## config.mk

```make
export PLATFORM = sky130hd
export DESIGN_NAME = mpc_channel
export DESIGN_NICKNAME = d
export VERILOG_FILES = /design/src/shared/mpc_pkg.sv /design/src/design/mpc_channel.sv /design/src/design/mpc_filter.sv
export SDC_FILE = /design/constraint.sdc
export NUM_CORES = 1
export LEC_CHECK = 0
export BUFFER_PORTS_ARGS = -buffer_cell sky130_fd_sc_hd__buf_2
export CORE_AREA = 2 2 178 215
export CTS_CLUSTER_SIZE = 28
export DETAILED_ROUTE_END_ITERATION = 7
export DIE_AREA = 0 0 180 217
export GPL_ROUTABILITY_DRIVEN = 1
export PLACE_DENSITY = 0.82
export SETUP_SLACK_MARGIN = 0.2
export SLEW_MARGIN = 20
export SYNTH_ARGS = -nofsm -noshare
export SYNTH_HDL_FRONTEND = slang
export SYNTH_SLANG_ARGS = --single-unit
export TNS_END_PERCENT = 10
```

## constraint.sdc

```tcl
create_clock -name clk_i -period 7.17 [get_ports clk_i]
set_clock_uncertainty 0.1 [all_clocks]
set_input_delay 0.717 -clock clk_i [delete_from_list [all_inputs] [get_ports clk_i]]
set_output_delay 0.717 -clock clk_i [all_outputs]
set_load 0.005 [all_outputs]
```

## src/shared/mpc_pkg.sv

```systemverilog
package mpc_pkg;

    // ****************************************
    // timing
    // ****************************************
    localparam int unsigned CLK_HZ          = 100_000_000;
    localparam int unsigned CLK_PERIOD_NS   = 10;
    localparam int unsigned GATE_TIME_S     = 1;
    localparam int unsigned GATE_CYCLES     = CLK_HZ * GATE_TIME_S;
    localparam int unsigned MIN_PULSE_US    = 50;
    localparam int unsigned MIN_PULSE_CYC   = (MIN_PULSE_US * 1000 + CLK_PERIOD_NS - 1)
                                              / CLK_PERIOD_NS;
    localparam int unsigned SYNC_SPACE_MS   = 100;
    localparam int unsigned SYNC_SPACE_CYC  = (SYNC_SPACE_MS * 1000_000 + CLK_PERIOD_NS - 1)
                                              / CLK_PERIOD_NS;
    localparam int unsigned FILT_STEP_US    = 1;
    localparam int unsigned FILT_STEP_CYC   = (FILT_STEP_US * 1000) / CLK_PERIOD_NS;

    // ****************************************
    // widths and limits
    // ****************************************
    localparam int unsigned CNT_W      = 32;
    localparam int unsigned FREQ_W     = 32;
    localparam int unsigned HALF_W     = 16;
    localparam int unsigned FILT_W     = 8;
    localparam int unsigned TMR_W      = 32;
    localparam logic [CNT_W-1:0] UD_MAX   = 32'h0000_FFFF;
    localparam logic [CNT_W-1:0] UD_MIN   = 32'hFFFF_0000;
    localparam logic [CNT_W-1:0] W32_MAX  = 32'h7FFF_FFFF;
    localparam logic [CNT_W-1:0] W32_MIN  = 32'h8000_0000;
    localparam logic [CNT_W-1:0] CNT_ZERO = 32'h0000_0000;
    localparam logic [CNT_W-1:0] CNT_ONE  = 32'h0000_0001;

    // ****************************************
    // modes
    // ****************************************
    typedef enum logic [2:0]
    {
        MPC_MODE_FREQ   = 3'h0,
        MPC_MODE_EVENT  = 3'h1,
        MPC_MODE_DOWN   = 3'h3,
        MPC_MODE_MODULO = 3'h2,
        MPC_MODE_UPDOWN = 3'h6,
        MPC_MODE_W32    = 3'h7
    } mpc_mode_t;

endpackage : mpc_pkg

```

## src/design/mpc_channel.sv

```systemverilog
`timescale 1ns/1ns
module mpc_channel
    import mpc_pkg::*;
#(
    parameter int unsigned GATE_CYC = GATE_CYCLES,
    parameter int unsigned SYNC_CYC = SYNC_SPACE_CYC,
    parameter bit          EVEN_CH  = 1'b1
)
(
    input  wire logic              clk_i,
    input  wire logic              rstn_i,
    input  wire logic              in_a_i,
    input  wire logic              in_b_i,
    input  wire logic              in_aux_i,
    input  wire logic [2:0]        mode_i,
    input  wire logic              sync_valid_i,
    input  wire logic              count_permit_i,
    input  wire logic              aux_gate_en_i,
    input  wire logic [CNT_W-1:0]  preset_i,
    input  wire logic [TMR_W-1:0]  interval_i,
    input  wire logic [FILT_W-1:0] aux_filter_i,
    output logic [CNT_W-1:0]       count_o,
    output logic [HALF_W-1:0]      count_lo_o,
    output logic [HALF_W-1:0]      count_hi_o,
    output logic [FREQ_W-1:0]      freq_o,
    output logic [CNT_W-1:0]       event_total_o,
    output logic                   event_done_o,
    output logic                   at_zero_o,
    output logic                   wrap_o,
    output logic                   partner_off_o
);

    mpc_mode_t        mode;
    logic             a_s1_q, a_s2_q, a_s3_q;
    logic             b_s1_q, b_s2_q, b_s3_q;
    logic             a_rise;
    logic             b_rise;
    logic             aux_lvl;
    logic             aux_rise;
    logic             aux_fall;
    logic             aux_busy;
    logic             w32_ok;
    logic [CNT_W-1:0] cnt_q;
    logic [FREQ_W-1:0] fcnt_q;
    logic [TMR_W-1:0] gate_q;
    logic [TMR_W-1:0] hi_q;
    logic             long_seen_q;
    logic [TMR_W-1:0] since_q;
    logic             ev_pulse;
    logic [CNT_W-1:0] ev_q;
    logic [TMR_W-1:0] iv_q;
    logic             armed_q;

    assign mode   = mpc_mode_t'(mode_i);
    // 32-bit pairing exists only on even channels
    assign w32_ok = EVEN_CH && (mode == MPC_MODE_W32);

    // saturating step: keeps counter inside the mode's signed window
    function automatic logic [CNT_W-1:0] step_sat(input logic [CNT_W-1:0] v,
                                                 input logic up,
                                                 input logic [CNT_W-1:0] hi,
                                                 input logic [CNT_W-1:0] lo);
        logic [CNT_W-1:0] r;
        r = v;
        if (up && ($signed(v) < $signed(hi)))
            r = v + CNT_ONE;
        else if (!up && ($signed(v) > $signed(lo)))
            r = v - CNT_ONE;
        return r;
    endfunction : step_sat

    // ****************************************
    // input synchronisers and edges
    // ****************************************
    always_ff @(posedge clk_i or negedge rstn_i)
    begin
        if (!rstn_i)
        begin
            a_s1_q <= 1'b0;
            a_s2_q <= 1'b0;
            a_s3_q <= 1'b0;
            b_s1_q <= 1'b0;
            b_s2_q <= 1'b0;
            b_s3_q <= 1'b0;
        end
        else
        begin
            a_s1_q <= in_a_i;
            a_s2_q <= a_s1_q;
            a_s3_q <= a_s2_q;
            b_s1_q <= in_b_i;
            b_s2_q <= b_s1_q;
            b_s3_q <= b_s2_q;
        end
    end

    assign a_rise = a_s2_q & ~a_s3_q;
    assign b_rise = b_s2_q & ~b_s3_q;

    // programmable filter delay on the auxiliary input
    mpc_filter u_aux_filter
    (
        .clk_i   (clk_i),
        .rstn_i  (rstn_i),
        .pin_i   (in_aux_i),
        .level_i (aux_filter_i),
        .lvl_o   (aux_lvl),
        .rise_o  (aux_rise),
        .fall_o  (aux_fall),
        .busy_o  (aux_busy)
    );

    // ****************************************
    // frequency meter: one-second gate
    // ****************************************
    always_ff @(posedge clk_i or negedge rstn_i)
    begin
        if (!rstn_i)
        begin
            gate_q <= '0;
            fcnt_q <= '0;
            freq_o <= '0;
        end
        else if (mode != MPC_MODE_FREQ)
        begin
            gate_q <= '0;
            fcnt_q <= '0;
        end
        else if (gate_q >= TMR_W'(GATE_CYC - 1))
        begin
            gate_q <= '0;
            // pulses per second equals hertz, 1 Hz resolution
            freq_o <= fcnt_q + FREQ_W'(a_rise);
            fcnt_q <= '0;
        end
        else
        begin
            gate_q <= gate_q + 1'b1;
            fcnt_q <= fcnt_q + FREQ_W'(a_rise);
        end
    end

    // ****************************************
    // event qualification: width and spacing
    // ****************************************
    always_ff @(posedge clk_i or negedge rstn_i)
    begin
        if (!rstn_i)
        begin
            hi_q        <= '0;
            long_seen_q <= 1'b0;
            since_q     <= '0;
        end
        else
        begin
            // no debounce: width timer restarts on any low sample
            if (!a_s2_q)
            begin
                hi_q        <= '0;
                long_seen_q <= 1'b0;
            end
            else if (hi_q < TMR_W'(MIN_PULSE_CYC))
                hi_q <= hi_q + 1'b1;
            else
                long_seen_q <= 1'b1;
            // spacing restarts even when the aux gate drops the pulse
            if (ev_pulse)
                since_q <= '0;
            else if (since_q < TMR_W'(SYNC_CYC))
                since_q <= since_q + 1'b1;
        end
    end

    // pulse counted once it outlasts the minimum width
    assign ev_pulse = a_s2_q && (hi_q >= TMR_W'(MIN_PULSE_CYC)) && !long_seen_q
                      && (since_q >= TMR_W'(SYNC_CYC));

    // ****************************************
    // event counting over user interval
    // ****************************************
    always_ff @(posedge clk_i or negedge rstn_i)
    begin
        if (!rstn_i)
        begin
            ev_q          <= '0;
            iv_q          <= '0;
            event_total_o <= '0;
            event_done_o  <= 1'b0;
        end
        else
        begin
            event_done_o <= 1'b0;
            if (mode != MPC_MODE_EVENT)
            begin
                ev_q <= '0;
                iv_q <= '0;
            end
            else if (iv_q >= interval_i)
            begin
                event_total_o <= ev_q;
                event_done_o  <= 1'b1;
                ev_q          <= '0;
                iv_q          <= '0;
            end
            else
            begin
                iv_q <= iv_q + 1'b1;
                // gate applies only when enabled
                if (ev_pulse && (!aux_gate_en_i || aux_lvl))
                    ev_q <= ev_q + CNT_ONE;
            end
        end
    end

    // ****************************************
    // sync-validate arming for preset loads
    // ****************************************
    always_ff @(posedge clk_i or negedge rstn_i)
    begin
        if (!rstn_i)
            armed_q <= 1'b0;
        else
            armed_q <= sync_valid_i;
    end

    // ****************************************
    // main counter
    // ****************************************
    always_ff @(posedge clk_i or negedge rstn_i)
    begin
        if (!rstn_i)
        begin
            cnt_q  <= CNT_ZERO;
            wrap_o <= 1'b0;
        end
        else
        begin
            wrap_o <= 1'b0;
            case (mode)
                MPC_MODE_DOWN:
                begin
                    // either aux edge reloads; load beats a same-cycle decrement
                    if (armed_q && (aux_rise || aux_fall))
                        cnt_q <= preset_i;
                    else if (a_rise && count_permit_i && (cnt_q != CNT_ZERO))
                        cnt_q <= cnt_q - CNT_ONE;
                    // zero is held until a reload
                    else
                        cnt_q <= cnt_q;
                end
                MPC_MODE_MODULO:
                begin
                    if (a_rise)
                    begin
                        if (cnt_q >= preset_i)
                        begin
                            cnt_q  <= CNT_ZERO;
                            wrap_o <= 1'b1;
                        end
                        else
                            cnt_q <= cnt_q + CNT_ONE;
                    end
                end
                MPC_MODE_UPDOWN:
                begin
                    // a wider value carried in from another mode is clamped first
                    if ($signed(cnt_q) > $signed(UD_MAX))
                        cnt_q <= UD_MAX;
                    else if ($signed(cnt_q) < $signed(UD_MIN))
                        cnt_q <= UD_MIN;
                    // pulses dropped while direction change is filtered
                    else if (a_rise && !aux_busy)
                        cnt_q <= step_sat(cnt_q, aux_lvl, UD_MAX, UD_MIN);
                end
                MPC_MODE_W32:
                begin
                    if (!w32_ok)
                        cnt_q <= CNT_ZERO;
                    // preset load wins over a same-cycle count
                    else if (armed_q && aux_rise)
                        cnt_q <= preset_i;
                    // simultaneous a and b edges cancel out
                    else if (a_rise && !b_rise)
                        cnt_q <= step_sat(cnt_q, 1'b1, W32_MAX, W32_MIN);
                    else if (b_rise && !a_rise)
                        cnt_q <= step_sat(cnt_q, 1'b0, W32_MAX, W32_MIN);
                end
                default:
                begin
                    cnt_q <= cnt_q;
                end
            endcase
        end
    end

    // ****************************************
    // registered outputs
    // ****************************************
    always_ff @(posedge clk_i or negedge rstn_i)
    begin
        if (!rstn_i)
        begin
            count_o       <= CNT_ZERO;
            count_lo_o    <= '0;
            count_hi_o    <= '0;
            at_zero_o     <= 1'b1;
            partner_off_o <= 1'b0;
        end
        else
        begin
            count_o       <= cnt_q;
            // halves pair into one 32-bit value
            count_lo_o    <= cnt_q[HALF_W-1:0];
            count_hi_o    <= cnt_q[CNT_W-1:HALF_W];
            at_zero_o     <= (cnt_q == CNT_ZERO);
            partner_off_o <= w32_ok;
        end
    end

endmodule : mpc_channel

```

## src/design/mpc_filter.sv

```systemverilog
`timescale 1ns/1ns
// two-flop sync, then programmable stability filter with edge pulses
module mpc_filter
    import mpc_pkg::*;
(
    input  wire logic              clk_i,
    input  wire logic              rstn_i,
    input  wire logic              pin_i,
    input  wire logic [FILT_W-1:0] level_i,
    output logic                   lvl_o,
    output logic                   rise_o,
    output logic                   fall_o,
    output logic                   busy_o
);

    logic              s1_q;
    logic              s2_q;
    logic              lvl_q;
    logic [FILT_W-1:0] cnt_q;
    logic [TMR_W-1:0]  step_q;

    // ****************************************
    // synchroniser
    // ****************************************
    always_ff @(posedge clk_i or negedge rstn_i)
    begin
        if (!rstn_i)
        begin
            s1_q <= 1'b0;
            s2_q <= 1'b0;
        end
        else
        begin
            s1_q <= pin_i;
            s2_q <= s1_q;
        end
    end

    // ****************************************
    // filter: input must hold level_i steps
    // ****************************************
    always_ff @(posedge clk_i or negedge rstn_i)
    begin
        if (!rstn_i)
        begin
            lvl_q  <= 1'b0;
            cnt_q  <= '0;
            step_q <= '0;
            rise_o <= 1'b0;
            fall_o <= 1'b0;
        end
        else
        begin
            rise_o <= 1'b0;
            fall_o <= 1'b0;
            if (s2_q == lvl_q)
            begin
                cnt_q  <= '0;
                step_q <= '0;
            end
            else if (cnt_q >= level_i)
            begin
                lvl_q  <= s2_q;
                rise_o <= s2_q;
                fall_o <= ~s2_q;
                cnt_q  <= '0;
                step_q <= '0;
            end
            else if (step_q >= TMR_W'(FILT_STEP_CYC - 1))
            begin
                step_q <= '0;
                cnt_q  <= cnt_q + 1'b1;
            end
            else
            begin
                step_q <= step_q + 1'b1;
            end
        end
    end

    assign lvl_o  = lvl_q;
    // pending change: up/down mode ignores count input meanwhile
    assign busy_o = (s2_q != lvl_q);

endmodule : mpc_filter

```

==> results_dict.tcl <==
set metrics [dict create \
    status "completed" \
    syn_area_um2 20100 \
    root_buffer "clkbuf_16" \
    p_sw_share_pct 29.6 \
    cts_hold_buf 0 \
    max_stage_delay_ns 0.89 \
    grt_overflow 0 \
    seq_area_frac_synth_pct 47.0 \
    r2r-start "a_s2_q$_DFF_PN0_" \
    coreArea_um2 37200 \
    p_switching_mw 1.63 \
    path_class "reg -> reg" \
    tightestPinTransition_ns 1.19 \
    track_usage_pct 24.7 \
    vias 16400 \
    p_int_mw 3.88 \
    dp_hpwl_mm 34.0 \
    rrSetupSlack_ns 2.85 \
    max_slew_margin_pct 19.9 \
    viasPerCell 5.85 \
    path_cells "nor2b_1 -> ha_1 -> buf_4 -> clkinv_1 -> and4_1 -> o2111ai_1 -> nand3_1 -> a31oi_2 -> buf_4 -> o21ai_0 -> a22o_1" \
    netlist_instances 2113 \
    detail_route.iter0.violations 1214 \
    ant_nets 0 \
    synth_commonest_cells "dfrtp_1, nor2_1, nand2_1" \
    syn_area_per_cell_um2 9.51 \
    netlist.area_leader.share_pct 46.8 \
    port_buffers 214 \
    tritoncts "yes" \
    synth_fa_ha_area_share_pct 5.42 \
    synth-simple-area-share_pct 21.1 \
    row_count 78 \
    synth.area.top_cells "dfrtp_1, ha_1, xnor2_1" \
    synth.most_common_cell "dfrtp_1" \
    min_path_type "in -> async" \
    critical_path.most_common_cell "buf_4" \
    post_drt_wl_per_cell_um 17.3 \
    layout.nets 2460 \
    grt_pass1_wl_mm 80.1 \
    cp.required_ns 7.51 \
    grt_pass1_vias 16300 \
    r2r_cells 11 \
    ys_seq_elements 377 \
    fmax_mhz 231 \
    rsz0062_at_grt "false" \
    gp_congestion 0.963 \
    drv_cap 0 \
    r2r-end "cnt_q[31]$_DFFE_PN0P_" \
    ys_types 76 \
    die_area_um2 39100 \
    power_density_nw_per_um2 242 \
    synth_compound_area_share_pct 10.8 \
    area_growth_pct 13.4 \
    crit_path_end_kind "flop" \
    final_max_slew_viol_count 0 \
    antennaDiodeCount 0 \
    slowest_stage "dfrtp_1" \
    drive_gt1_share_pct 15.2 \
    clock_latency_ns 0.55 \
    clkSinkCount 377 \
    finalSetupViolCount 0 \
    synth-xor-area-share_pct 8.63 \
    ys_warn_count 0 \
    synth_top_family_by_area "simple AND/OR/NAND/NOR gates" \
    power_mw 5.51 \
    fillers 3055 \
    clkPwrFrac_pct 37.4 \
    initial_core_util_pct 54.0 \
    hold_viol 0 \
    drc 0 \
    synth.largest_area_cell "dfrtp_1" \
    arrival_ns 4.66 \
    pwr-share-comb_pct 16.5 \
    die_height_um 217 \
    p_leak_nw 10.5 \
    synth_top_flop_cell "dfrtp_1" \
    cts_setup_buffers 0 \
    fin_crit_sh_pct 60.3 \
    fin_crit_ns 4.32 \
    cts_resized 0 \
    drtPass1Iterations 5 \
    worstSetupStartpointType "flop" \
    fp.dieW_um 180 \
    cts.clk_slew.worst_paths_ns 0.06 \
    cts_buffer_depth 3 \
    synth_edf_count 0 \
    io_pins 215 \
    antenna_found_initial 2 \
    synthArstFlopShare_pct 100 \
    seqPwrFrac_pct 46.1 \
    cts_buffers 39 \
    final.setup.tns_ns 0 \
    synthMuxAreaShare_pct 2.05 \
    grt_max_degree 188 \
    cts_htree_levels 2 \
    cp_max_fo 36 \
    vdd_drop_max_mv 0.206 \
    wl_mm 48.5 \
]
[power groups by stage]
stage / clock network, mW / registers (mW) / logic, mW
after floorplan: 0 / 2.40 / 0.756
after global placement: 0 / 2.56 / 0.866
after detailed placement: 0 / 2.57 / 0.895
after CTS: 2.10 / 2.53 / 0.902
after global routing: 2.19 / 2.56 / 1.01
final: 2.06 / 2.54 / 0.908
[kinds of logic (layout without fill, tap and decap cells)]
| group | count (synthesis) | after routing |
|---|---|---|
| simple gates | 860 | 860 |
| flops | 377 | 377 |
| compound gates | 323 | 323 |
| buf+inv | 230 | 407 |
| xor+xnor | 198 | 198 |
| fa+ha+maj | 87 | 87 |
| mux | 37 | 37 |
| other cells | 1 | 30 |
[metal layers]
layer	global-route usage, %	up-vias	share of wire, %
met1	30.6	7945	40
met2	42.5	631	49
met4	11.1	4	4.3
li1	-	7646	-
met3	4.15	151	6.3
met5	0	-	0.054
[how the worst max path moves through the flow]
stage,startpoint,end,slack (ns),cells after the start
2_1_floorplan,interval_i[23],event_total_o[10]$_DFFE_PN0P_,3.82,10
3_3_place_gp,a_s2_q$_DFF_PN0_,cnt_q[31]$_DFFE_PN0P_,3.14,11
3_5_place_dp,a_s2_q$_DFF_PN0_,cnt_q[31]$_DFFE_PN0P_,2.97,11
4_1_cts,a_s2_q$_DFF_PN0_,cnt_q[31]$_DFFE_PN0P_,2.93,11
5_1_grt,a_s2_q$_DFF_PN0_,cnt_q[31]$_DFFE_PN0P_,2.50,11
6_report,a_s2_q$_DFF_PN0_,cnt_q[31]$_DFFE_PN0P_,2.85,11
[worst max-delay path, delay by kind of cell (launching register included)]
kind,cells,cell delay (ns)
adder cells (fa/ha/maj),1,0.21
buffers and inverters,3,1.02
flip-flops,1,0.89
AND/OR/NAND/NOR,3,0.88
AO/OA/AOI/OAI,4,1.11
[placed cells by master (no fill, tap or decap), types with 10 or more instances in the layout]
cell / count
dfrtp_1: 376
nand2_1: 171
inv_1: 109
xor2_1: 81
clkbuf_16: 40
and3_1: 40
a21oi_1: 70
o21ai_0: 75
buf_2: 213
buf_4: 10
ha_1: 87
conb_1: 30
a21o_1: 24
a31oi_1: 10
nand2b_1: 17
xnor2_1: 117
mux2_2: 33
and2_1: 46
o211ai_1: 10
nor3_1: 56
clkbuf_1: 12
nand3_1: 90
nor4_1: 38
o21a_1: 12
or3_1: 22
nor2b_1: 16
nand4_1: 49
nor2_1: 263
or4_1: 14
[per-stage QoR]
stage	cells	instance area (um^2)	util, %	worst slack [ns]	hold slack, ns
finish	2799	22800	61.2	2.85	0.103
global route	2799	22800	61.2	2.50	0.159
CTS	2798	22700	61.2	2.93	0.170
detailed placement	2728	21400	57.7	2.97	0.236
global placement	2728	21400	57.6	3.14	0.237
floorplan	2142	20200	-	3.82	0.231
[area by class of cell]
type / instances / area (um^2) / area share, %
Timing Repair Buffer: 226 / 1200 / 5.29
Tap cell: 480 / 601 / 2.64
Clock inverter: 10 / 148 / 0.648
Multi-Input combinational cell: 1535 / 9810 / 43.1
Sequential cell: 377 / 9440 / 41.4
Inverter: 111 / 417 / 1.83
Clock buffer: 60 / 1160 / 5.08
No activity file was read; power rests on OpenSTA's default activity.
